## src/verilog/nand_host_consts.vh

```
// Purpose: Shared constants for the NAND host controller.
// Assumes: 100 MHz clock, asynchronous NAND device with x8 or x16 data bus.
// Notes: Command codes, address layout and strobe timing counts.
//
// Summary of operation
// - Address goes out in three cycles: A0-A7, A9-A16, A17-A23 with bit 7 low.
// - Command and address use the low eight lines; upper lines held low.
// - Write strobe pulses low with chip select low; device latches on rise.
// - Command latch high means command, address latch high means address.
// - Program is 80h, address, data, then 10h confirm.
// - Erase is 60h, two row cycles, then D0h confirm.
// - Read and program send three address cycles right after the command.
// - Host issues only defined command codes.
`ifndef NAND_HOST_CONSTS_VH
`define NAND_HOST_CONSTS_VH

`define CMD_READ_FIRST 8'h00
`define CMD_READ_SECOND 8'h01
`define CMD_READ_SPARE 8'h50
`define CMD_READ_ID 8'h90
`define CMD_RESET 8'hFF
`define CMD_PROG_SETUP 8'h80
`define CMD_PROG_CONFIRM 8'h10
`define CMD_ERASE_SETUP 8'h60
`define CMD_ERASE_CONFIRM 8'hD0
`define CMD_STATUS 8'h70

`define OP_READ 3'h0
`define OP_SPARE 3'h1
`define OP_ID 3'h2
`define OP_RESET 3'h3
`define OP_PROGRAM 3'h4
`define OP_ERASE 3'h5
`define OP_STATUS 3'h6
`define OP_READ_HI 3'h7

`define PAGES 32768
`define COLS_X8 528
`define COLS_X16 264
`define SPARE_X8 16
`define SPARE_X16 8
`define PAGE_BITS 15
`define COL_BITS 10

`define CLK_PERIOD_NS 10
`define STROBE_LOW_NS 30
`define STROBE_HIGH_NS 20
`define STROBE_LOW_CYC ((`STROBE_LOW_NS + `CLK_PERIOD_NS - 1) / `CLK_PERIOD_NS)
`define STROBE_HIGH_CYC ((`STROBE_HIGH_NS + `CLK_PERIOD_NS - 1) / `CLK_PERIOD_NS)
`define BUSY_SETTLE_CYC 10

`endif

```

## src/verilog/word_buffer.v

```verilog
// Purpose: Two-entry buffer with valid and ready on both sides.
// Assumes: Single clock, synchronous inputs.
// Notes: Lets a stalled receiver hold data without losing a word.
`timescale 1ns/1ps
`default_nettype none
module word_buffer #(
  parameter WIDTH = 16
) (
  input wire clock,
  input wire rst,
  input wire [WIDTH-1:0] in_data,
  input wire in_valid,
  output wire in_ready,
  output wire [WIDTH-1:0] out_data,
  output wire out_valid,
  input wire out_ready
);
  reg [WIDTH-1:0] mem_reg [0:1];
  reg wr_ptr_reg;
  reg rd_ptr_reg;
  reg [1:0] count_reg;
  wire push;
  wire pop;

  ////////////////////////////////////////////////////////////////////////
  // Handshake terms; full and empty come straight from the count.
  assign in_ready = (count_reg != 2'd2);
  assign out_valid = (count_reg != 2'd0);
  assign out_data = mem_reg[rd_ptr_reg];
  assign push = in_valid && in_ready;
  assign pop = out_valid && out_ready;

  // Storage and pointers.
  always @(posedge clock or posedge rst) begin
    if (rst) begin
      wr_ptr_reg <= 1'b0;
      rd_ptr_reg <= 1'b0;
      count_reg <= 2'd0;
      mem_reg[0] <= {WIDTH{1'b0}};
      mem_reg[1] <= {WIDTH{1'b0}};
    end else begin
      if (push) begin
        mem_reg[wr_ptr_reg] <= in_data;
        wr_ptr_reg <= ~wr_ptr_reg;
      end
      if (pop) begin
        rd_ptr_reg <= ~rd_ptr_reg;
      end
      if (push && !pop) begin
        count_reg <= count_reg + 2'd1;
      end else if (pop && !push) begin
        count_reg <= count_reg - 2'd1;
      end
    end
  end
endmodule // word_buffer
`default_nettype wire

```

## src/verilog/nand_host.v

```verilog
// Purpose: Host controller driving an asynchronous NAND device through its pins.
// Assumes: Device pins sampled synchronously; ready_busy is already pulled up.
// Notes: Read data passes a two-entry buffer so a stalled user loses no word.
//   A bus cycle is LOW_CYC clocks low and HIGH_CYC + 1 clocks high on the strobes.
//   The extra high clock gives the device margin between cycles at no cost in logic.
`timescale 1ns/1ps
`default_nettype none
`include "nand_host_consts.vh"
module nand_host #(
  parameter WIDE = 0,
  parameter DATA_W = 16,
  parameter LOW_CYC = `STROBE_LOW_CYC,
  parameter HIGH_CYC = `STROBE_HIGH_CYC
) (
  input wire clock,
  input wire rst,
  input wire cmd_valid,
  output wire cmd_ready,
  input wire [2:0] cmd_op,
  input wire [14:0] cmd_page,
  input wire [9:0] cmd_col,
  input wire [9:0] cmd_len,
  input wire [DATA_W-1:0] wr_data,
  input wire wr_valid,
  output wire wr_ready,
  output wire [DATA_W-1:0] rd_data,
  output wire rd_valid,
  input wire rd_ready,
  output wire done,
  output reg chip_select_n,
  output reg cmd_latch,
  output reg addr_latch,
  output reg write_strobe_n,
  output reg read_strobe_n,
  output reg [15:0] io_out,
  output reg io_oe,
  input wire [15:0] io_in,
  input wire ready_busy
);
  // Sequencer states; each write or read state walks one bus cycle at a time.
  localparam S_IDLE = 4'd0;
  localparam S_CMD = 4'd1;
  localparam S_ADDR = 4'd2;
  localparam S_WDATA = 4'd3;
  localparam S_CONF = 4'd4;
  localparam S_SETTLE = 4'd5;
  localparam S_WAIT = 4'd6;
  localparam S_RDATA = 4'd7;
  localparam S_DONE = 4'd8;

  // Bus cycle kinds, kept for anyone tracing the pins by hand.
  localparam [1:0] K_CMD = 2'd0;
  localparam [1:0] K_ADDR = 2'd1;
  localparam [1:0] K_DATA = 2'd2;

  // Request fields are captured once, so the user may change them after acceptance.
  reg [3:0] state_reg;
  reg [2:0] op_reg;
  reg [14:0] page_reg;
  reg [7:0] col_reg;
  reg [9:0] len_reg;
  reg [1:0] addr_idx_reg;
  reg [1:0] addr_cnt_reg;
  reg [3:0] tick_reg;
  reg phase_reg;
  reg done_reg;
  reg [3:0] settle_reg;
  reg [7:0] first_code;
  reg [7:0] conf_code;
  reg [7:0] addr_byte;
  reg [1:0] addr_need;
  wire buf_in_ready;
  reg buf_in_valid_reg;
  reg [DATA_W-1:0] buf_in_data_reg;
  wire [15:0] wide_wr;
  wire read_like;
  wire strobe_end;

  ////////////////////////////////////////////////////////////////////////
  // Command decode. Only defined codes can ever leave this block.
  always @* begin
    first_code = `CMD_READ_FIRST;
    conf_code = `CMD_PROG_CONFIRM;
    addr_need = 2'd3;
    case (op_reg)
      `OP_READ: first_code = `CMD_READ_FIRST;
      `OP_READ_HI: first_code = `CMD_READ_SECOND;
      `OP_SPARE: first_code = `CMD_READ_SPARE;
      `OP_ID: begin
        first_code = `CMD_READ_ID;
        addr_need = 2'd1;
      end
      `OP_RESET: begin
        first_code = `CMD_RESET;
        addr_need = 2'd0;
      end
      `OP_STATUS: begin
        first_code = `CMD_STATUS;
        addr_need = 2'd0;
      end
      `OP_PROGRAM: first_code = `CMD_PROG_SETUP;
      `OP_ERASE: begin
        first_code = `CMD_ERASE_SETUP;
        conf_code = `CMD_ERASE_CONFIRM;
        addr_need = 2'd2;
      end
      default: first_code = `CMD_READ_FIRST;
    endcase
  end

  // Address byte by cycle index; erase skips the column cycle.
  always @* begin
    addr_byte = 8'h00;
    case (addr_idx_reg)
      2'd0: addr_byte = col_reg;
      2'd1: addr_byte = page_reg[7:0];
      default: addr_byte = {1'b0, page_reg[14:8]};
    endcase
  end

  // Narrow data rides the low lines; the upper lines stay zero in that case.
  assign wide_wr = {{(16-DATA_W){1'b0}}, wr_data};
  // Operations that end by fetching words over the read strobe.
  assign read_like = (op_reg == `OP_READ) || (op_reg == `OP_READ_HI) ||
                     (op_reg == `OP_SPARE) || (op_reg == `OP_ID) ||
                     (op_reg == `OP_STATUS);
  assign strobe_end = phase_reg && (tick_reg == HIGH_CYC[3:0] - 4'd1);
  // Handshakes are combinational so the user sees them in the cycle they apply.
  assign cmd_ready = (state_reg == S_IDLE);
  assign wr_ready = (state_reg == S_WDATA) && phase_reg && strobe_end;
  assign done = done_reg;

  ////////////////////////////////////////////////////////////////////////
  // Main sequencer. Each bus cycle is a low phase then a high phase.
  always @(posedge clock or posedge rst) begin
    if (rst) begin
      // Park the pins idle: deselected, both strobes high and the bus released.
      state_reg <= S_IDLE;
      op_reg <= 3'd0;
      page_reg <= 15'd0;
      col_reg <= 8'd0;
      len_reg <= 10'd0;
      addr_idx_reg <= 2'd0;
      addr_cnt_reg <= 2'd0;
      tick_reg <= 4'd0;
      phase_reg <= 1'b0;
      done_reg <= 1'b0;
      settle_reg <= 4'd0;
      chip_select_n <= 1'b1;
      cmd_latch <= 1'b0;
      addr_latch <= 1'b0;
      write_strobe_n <= 1'b1;
      read_strobe_n <= 1'b1;
      io_out <= 16'h0000;
      io_oe <= 1'b0;
      buf_in_valid_reg <= 1'b0;
      buf_in_data_reg <= {DATA_W{1'b0}};
    end else begin
      done_reg <= 1'b0;
      // The buffer takes a pending word as soon as it has room; a new capture wins.
      if (buf_in_valid_reg && buf_in_ready) begin
        buf_in_valid_reg <= 1'b0;
      end
      case (state_reg)
        S_IDLE: begin
          // Deselect between requests so the device drops back to standby.
          chip_select_n <= 1'b1;
          io_oe <= 1'b0;
          if (cmd_valid) begin
            op_reg <= cmd_op;
            page_reg <= cmd_page;
            col_reg <= cmd_col[7:0];
            len_reg <= cmd_len;
            addr_idx_reg <= (cmd_op == `OP_ERASE) ? 2'd1 : 2'd0;
            addr_cnt_reg <= 2'd0;
            tick_reg <= 4'd0;
            phase_reg <= 1'b0;
            chip_select_n <= 1'b0;
            state_reg <= S_CMD;
          end
        end
        S_CMD, S_ADDR, S_WDATA, S_CONF: begin
          // Write cycle: strobe low with select low, device latches on rise.
          tick_reg <= tick_reg + 4'd1;
          if (!phase_reg && (state_reg == S_WDATA) && (tick_reg == 4'd0) && !wr_valid) begin
            // No word offered yet: the strobe stays high so stale data is never latched.
            tick_reg <= 4'd0;
          end else if (!phase_reg) begin
            // Latch terms and bus value change with the falling strobe and hold while low.
            write_strobe_n <= 1'b0;
            io_oe <= 1'b1;
            cmd_latch <= (state_reg == S_CMD) || (state_reg == S_CONF);
            addr_latch <= (state_reg == S_ADDR);
            // Only the low eight lines carry commands and addresses; the rest stay low.
            if (state_reg == S_CMD) io_out <= {8'h00, first_code};
            else if (state_reg == S_CONF) io_out <= {8'h00, conf_code};
            else if (state_reg == S_ADDR) io_out <= {8'h00, addr_byte};
            else io_out <= wide_wr;
            // The strobe fell at tick zero, so it rises after LOW_CYC whole cycles.
            if (tick_reg == LOW_CYC[3:0]) begin
              write_strobe_n <= 1'b1; // Rising edge latches the value.
              phase_reg <= 1'b1;
              tick_reg <= 4'd0;
            end
          end else if (strobe_end) begin
            // End of the high phase: drop the latch terms and choose the next step.
            phase_reg <= 1'b0;
            tick_reg <= 4'd0;
            cmd_latch <= 1'b0;
            addr_latch <= 1'b0;
            if (state_reg == S_CMD) begin
              // Commands without address cycles go straight to their data or wait phase.
              if (addr_need != 2'd0) state_reg <= S_ADDR;
              else if (op_reg == `OP_RESET) state_reg <= S_SETTLE;
              else state_reg <= S_RDATA;
            end else if (state_reg == S_ADDR) begin
              // Count cycles so no surplus address cycle is sent.
              addr_idx_reg <= addr_idx_reg + 2'd1;
              addr_cnt_reg <= addr_cnt_reg + 2'd1;
              // Route by operation once the last address cycle has gone out.
              if (addr_cnt_reg + 2'd1 == addr_need) begin
                if (op_reg == `OP_PROGRAM) state_reg <= S_WDATA;
                else if (op_reg == `OP_ERASE) state_reg <= S_CONF;
                else if (op_reg == `OP_ID) state_reg <= S_RDATA;
                else state_reg <= S_SETTLE; // Page load makes the device busy.
              end
            end else if (state_reg == S_WDATA) begin
              len_reg <= len_reg - 10'd1;
              if (len_reg == 10'd1) state_reg <= S_CONF;
            end else begin
              state_reg <= S_SETTLE;
            end
          end else if (state_reg == S_WDATA && !wr_valid) begin
            tick_reg <= tick_reg; // Hold the high phase until data arrives.
          end
        end
        S_SETTLE: begin
          // Ready/busy lags the last write edge (confirm, last read address or reset command), so wait before sampling it.
          io_oe <= 1'b0;
          settle_reg <= settle_reg + 4'd1;
          if (settle_reg == `BUSY_SETTLE_CYC - 1) begin
            settle_reg <= 4'd0;
            state_reg <= S_WAIT;
          end
        end
        S_WAIT: begin
          // Select is kept low; a busy device ignores it anyway.
          // Reset ends with done only; reads go on to fetch the loaded page.
          if (ready_busy) begin
            if (read_like && op_reg != `OP_RESET) state_reg <= S_RDATA;
            else state_reg <= S_DONE;
          end
        end
        S_RDATA: begin
          // Each read strobe fall returns the next column.
          io_oe <= 1'b0;
          tick_reg <= tick_reg + 4'd1;
          if (!phase_reg) begin
            // A full buffer with a word still pending delays the falling strobe, so no word is fetched without room.
            if (!buf_in_valid_reg || buf_in_ready) read_strobe_n <= 1'b0;
            else tick_reg <= 4'd0;
            // Sample while the strobe is still low and the device drives the bus.
            if (tick_reg == LOW_CYC[3:0]) begin
              buf_in_data_reg <= io_in[DATA_W-1:0];
              buf_in_valid_reg <= 1'b1;
              read_strobe_n <= 1'b1;
              phase_reg <= 1'b1;
              tick_reg <= 4'd0;
            end
          end else if (strobe_end) begin
            phase_reg <= 1'b0;
            tick_reg <= 4'd0;
            len_reg <= len_reg - 10'd1;
            if (len_reg <= 10'd1) state_reg <= S_DONE;
          end
        end
        default: begin
          // Finish: deselect and pulse done for one cycle.
          chip_select_n <= 1'b1;
          done_reg <= 1'b1;
          state_reg <= S_IDLE;
        end
      endcase
    end
  end

  ////////////////////////////////////////////////////////////////////////
  // Read path buffer; the strobe stalls while it is full and a word is pending.
  word_buffer #(
    .WIDTH(DATA_W)
  ) read_buffer (
    .clock(clock),
    .rst(rst),
    .in_data(buf_in_data_reg),
    .in_valid(buf_in_valid_reg),
    .in_ready(buf_in_ready),
    .out_data(rd_data),
    .out_valid(rd_valid),
    .out_ready(rd_ready)
  );
endmodule // nand_host
`default_nettype wire

```

## config.mk

```make
export PLATFORM = sky130hd
export DESIGN_NAME = nand_host
export DESIGN_NICKNAME = d
export VERILOG_FILES = /design/src/verilog/word_buffer.v /design/src/verilog/nand_host.v
export VERILOG_INCLUDE_DIRS = /design/src /design/src/verilog
export SDC_FILE = /design/constraint.sdc
export NUM_CORES = 1
export LEC_CHECK = 0
export ABC_CLOCK_PERIOD_IN_PS = 5000
export BUFFER_PORTS_ARGS = -buffer_cell sky130_fd_sc_hd__clkbuf_2
export CORE_MARGIN = 1.5
export CORE_UTILIZATION = 56
export CTS_BUF_LIST = sky130_fd_sc_hd__clkbuf_16
export DETAILED_ROUTE_END_ITERATION = 12
export PLACE_DENSITY_LB_ADDON = 0.2
export SETUP_SLACK_MARGIN = 0.05
export SLEW_MARGIN = 0
export SYNTH_ARGS = -nofsm -noshare
export SYNTH_HDL_FRONTEND = slang
export SYNTH_SLANG_ARGS = --single-unit
```

## constraint.sdc

```tcl
create_clock -name clock -period 5 [get_ports clock]
set_input_delay 0.25 -clock clock [delete_from_list [all_inputs] [get_ports clock]]
set_output_delay 0.25 -clock clock [all_outputs]
set_load 0.01 [all_outputs]
```

Word level (Yosys, flattened, before mapping). Cells that the tools add are included. W data, S select, Z words.

Add/sub/neg operators: 7. $lt $le $gt $ge: 4. Equality and inequality tests: 41. Multiplexer cells: 94. Bitwise logic cells: 6. Reductions and logical operators: 51.

Operators with widths (number): $mux W16 (7); $mux W4 (26); $mux W10 (9); $pmux W8 S8 (1); $mux W2 (17); $bwmux W32 (1); $ne A2 B2 Y1 const B (15); $pmux W10 S3 (1); $reduce_and A3 Y1 (7); $pmux W4 S5 (1); $mux W1 (19); $demux W16 S1 (1); $eq A4 B3 Y1 const B (4); $pmux W8 S2 (1); $eq A3 B3 Y1 const B (5); $logic_and A1 B1 Y1 (13); $eq A4 B2 Y1 const B (3); $pmux W4 S3 (1); $reduce_bool A2 Y1 (6); $reduce_and A11 Y1 (1); $eq A10 B1 Y1 const B (1); $le A10 B1 Y1 const B (1); $ne A5 B5 Y1 const B (2); $reduce_and A10 Y1 (1); 36 further kinds (59).

Register bits after elaboration: 129. Input bits: 76. Output and inout bits: 42. Word-level logic and storage cells: 228.

Depth between registers and ports, before layout.
Depth after elaboration: 11. Gate-level depth with buffers: 8. Mapped depth without buffers: 7.

Cells and area by module. A second synthesis with hierarchy kept.

Cells, all modules: 601. Area, all modules: 6515.0 µm².

Modules (own cells, without submodules): nand_host (instances 1, cells an instance 498, area an instance 4863.4 µm², sequential area each 2331.0 µm²); word_buffer (instances 1, cells an instance 103, area an instance 1651.6 µm², sequential area each 900.9 µm²).

Worst setup path after synthesis. OpenSTA, ideal clock, no wires.

Path type: register -> register. From: reg state_reg[0]. To: reg col_reg[0]. Library setup time: 0.125 ns. Arrival time: 2.031 ns. Data required time: 4.875 ns. Slack: 2.844 ns. Stages on the path, launching flop included: 7. Path buffers: 3. Clock period less this slack: 2.156 ns. Path through: dfrtp_1 -> buf_6 -> nor4_1 -> and2_1 -> buf_4 -> buf_6 -> mux2_2.

Longest elaborated chain between the ends: 2.

Ends and longest elaborated chain: start: declaration (RTL line nand_host.v:57) `reg [3:0] state_reg;`; start signal: assignment (RTL line nand_host.v:138) `state_reg <= S_IDLE;`; start signal: assignment (RTL line nand_host.v:179) `state_reg <= S_CMD;`; start signal: assignment (RTL line nand_host.v:213) `if (addr_need != 2'd0) state_reg <= S_ADDR;`; $logic_not A4 Y1; named net cmd_ready (RTL line nand_host.v:18) `output wire cmd_ready,`; $reduce_and A2 Y1 (no line); end signal: assignment (RTL line nand_host.v:172) `col_reg <= cmd_col[7:0];`; end: declaration (RTL line nand_host.v:60) `reg [7:0] col_reg;`.

The timed path passes the listed nets, and every way through them passes these cells. A chain may end at the register's enable or synchronous reset.

Worst setup path in the final report.
From: reg state_reg[0]. To: reg len_reg[1].

Longest elaborated chain between the ends: 6. Elaborated cells on any way between the ends: 22. Those cells by class: eq/ne: 14; mux: 1; reduce/logical: 7.

Ends and longest elaborated chain: $eq A4 B2 Y1 (RTL line nand_host.v:164, nand_host.v:185, nand_host.v:227); $logic_and A1 B1 Y1 (3 in a row) (RTL line nand_host.v:185) `if (!phase_reg && (state_reg == S_WDATA) && (tick_reg == 4'd0) && !wr_valid) begin`; $ne A2 B2 Y1 (no line); $reduce_and A10 Y1 (no line); end signal: assignment (RTL line nand_host.v:173) `len_reg <= cmd_len;`; end signal: assignment (RTL line nand_host.v:228) `len_reg <= len_reg - 10'd1;`; end signal: assignment (RTL line nand_host.v:273) `len_reg <= len_reg - 10'd1;`; end: declaration (RTL line nand_host.v:61) `reg [9:0] len_reg;`.

Several ways; a longest one is shown, not always the timed one.

==> flow_summary.toml <==
[clocking]
cts_resized = 0
clock_tree.root_cell = "clkbuf_16"
cts_max_level = 4
clk_path_buf_depth = 2
cts_tree = "done"
clk_pin_slew_ns = 0.06
cts_setup_buffers = 0
hold_buffers = 0
clock_sinks = 129
clk_latency_ns = 0.42
cts_buffers = 17

[die]
rows = 39
start_util_pct = 57.1
die_h_um = 110
ios = 118
die_area_um2 = 12200
core-area_um2 = 11300
die_w_um = 110

[logic_synthesis]
yosysSeqAreaShare_pct = 50.0
synth_area_per_cell_um2 = 11.1
synth_cells = 580
synth_top_area_share_pct = 48.8
yosysWarnings = 0
ys_async_sr_fraction_pct = 100
synth_edf_count = 0
synthFlopType = "dfrtp_1"
yosys-top-cells-area = "dfrtp_1 (49%), mux2_2 (16%), o21ai_0 (3.2%)"
ys_top_cells_by_count = "dfrtp_1 (126), mux2_2 (92), nand2_1 (46)"
netlist_area_um2 = 6460
syn-num-nets = 664
yosys.cell_types.count = 74
synthMostInstantiatedCell = "dfrtp_1"
ys_ff_latch = 129
synth_area_leader_cell = "dfrtp_1"

[layout]
largest_reg_flops = 32
antenna_cells = 0
syn2layout_area_growth_pct = 17.6
fin_area_um2 = 7600
layout.nets = 761
drive_gt1_share_pct = 37.4

[placement]
io_buffers = 115
place.gp.congestion = 0.838
dp_hpwl_um = 9880
placed_cell_area_um2 = 7030

[timing]
period_needed_ns = 3.12
fmax_mhz = 320
finalHoldViolCount = 1
report.final.slew_viol_count = 0
finalSetupTns_ns = 0
slew_headroom_pct = 14.2
finalSetupViolations = 0
fin_hold_ws_ns = -0.000406
worst_pin_slew_ns = 1.29
grt_setup_unrepaired = "false"
skew_ns = 0.00525
timing.final.crit_share_pct = 62.5

[power]
p_leak_nw = 3.67
powerDensity_nw_per_um2 = 656
ir_drop_uv = 399

[worst_setup_path]
cp.arrival_ns = 3.41
critPathRequiredTime_ns = 5.28
r2r_slack_ns = 1.88
worst-setup-path-type = "register to register"
cp-end-kind = "register"
reg2reg_from = "state_reg[0]"
worst-path-max-fanout = 23
startpoint_type = "register"
startpoint = "state_reg[0]"

[route]
viasPerCell = 5.84
ant_nets = 0
first_pass_iters = 5
vias = 4863
routedWlPerCell_um = 17.0
routed_wl_um = 14200
drc_errors = 0
drt-initial-drc-count = 305

[flow_run]
max-cap-violations = 0

[global_routing]
overflow = 0
grt_max_degree = 75
grt_pass1_vias = 4861
grt.total_usage_pct = 24.4
grt_pass1_wl_um = 23700
antenna_found_initial = 0

[outcome]
status = "finished, violations left"
violations = "negative hold slack"

[worst_hold_path]
min_path_type = "input pin to async pin"
==> final timing paths <==
kind | endpoint | depth (start not counted)
worst min-delay path | read_buffer.mem_reg[4] | 2
worst min register to register | io_out[1] | 1
worst max-delay path | len_reg[1] | 5
worst max register to register | len_reg[1] | 5
min in group clock | op_reg[1] | 3
max in group asynchronous | len_reg[5] | 3
==> layout by cell type, fill, tap and decap left out, types with 3 or more instances in the layout <==
cell        synthesis  layout
nand3b_1            3       3
nor2b_1             4       4
dfstp_2             3       3
nand2b_1            7       7
nor4_1              7       7
inv_1              20      20
o21ai_0            41      41
a21o_1              6       6
nand3_1            10      10
and2_1              3       3
o31ai_1             3       3
ha_1                8       8
xnor2_1             7       7
o2bb2ai_1           6       6
a21oi_1            26      26
a211o_1             7       7
dfrtp_1           126     126
mux2_2             92      92
nor3_1             11      11
clkinvlp_4          0       5
a211oi_1            4       4
nor2_1             27      27
a22oi_1             9       9
clkinv_2            0       5
a22o_1              4       4
mux2i_1             3       3
xor2_1              3       3
nand2_1            46      46
clkbuf_16           0      17
o22ai_1             5       5
clkbuf_2            1     115
==> critical path, cell delays in order (launching register included) <==
cell      delay [ns]
dfrtp_1         0.79
xor2_1          0.20
a21oi_1         1.05
o211ai_2        0.53
a211oi_1        0.34
a21oi_1         0.07
==> per-stage QoR <==
| step | instances | hold WS, ns | setup WS, ns | util [%] | total power, mW |
|---|---|---|---|---|---|
| 2_1_floorplan | 580 | 0.367 | 1.31 | - | 3.31 |
| 3_3_place_gp | 801 | 0.461 | 2.02 | 62.1 | 3.69 |
| 3_5_place_dp | 801 | 0.464 | 2.00 | 62.1 | 3.78 |
| 4_1_cts | 833 | 0.0350 | 2.00 | 67.1 | 4.99 |
| 5_1_grt | 833 | 0.0521 | 1.62 | 67.1 | 5.32 |
| 6_report | 833 | -0.000406 | 1.88 | 67.1 | 4.98 |
==> area by class of cell <==
type,instances,area [um^2]
repair buffers,117,591
multi-input cells,392,2950
fillers,872,3720
clock inverters,15,144
inverters,20,77.6
flip-flops and latches,129,3230
well taps,143,179
clock buffers,17,425
==> routing by layer <==
metal	track usage [%]	share of wire, %	wire length [um]	vias up
met4	10.5	2.5	355	0
met3	5.71	4.6	644	32
met1	32.4	45	6310	2377
met2	38.7	48	6850	154
li1	-	-	-	2300
met5	0	0	0	-
==> report_power, final <==
group	switching, mW	leakage [nW]	internal [mW]
Combinational	1.08	1.74	0.868
Clock	0.469	0.272	0.728
Sequential	0.413	1.66	1.43
==> logic make-up after synthesis <==
| family | count (synthesis) | synth area share (%) |
|---|---|---|
| xor gates and xnor gates | 10 | 1.36 |
| adders and majority gates | 8 | 1.55 |
| and+or+nand+nor | 141 | 11.5 |
| DFF | 129 | 50.0 |
| buffers and inverters | 59 | 4.36 |
| muxes | 95 | 16.5 |
| AOI/OAI and AO/OA | 138 | 14.8 |
No activity file was read; power rests on OpenSTA's default activity.
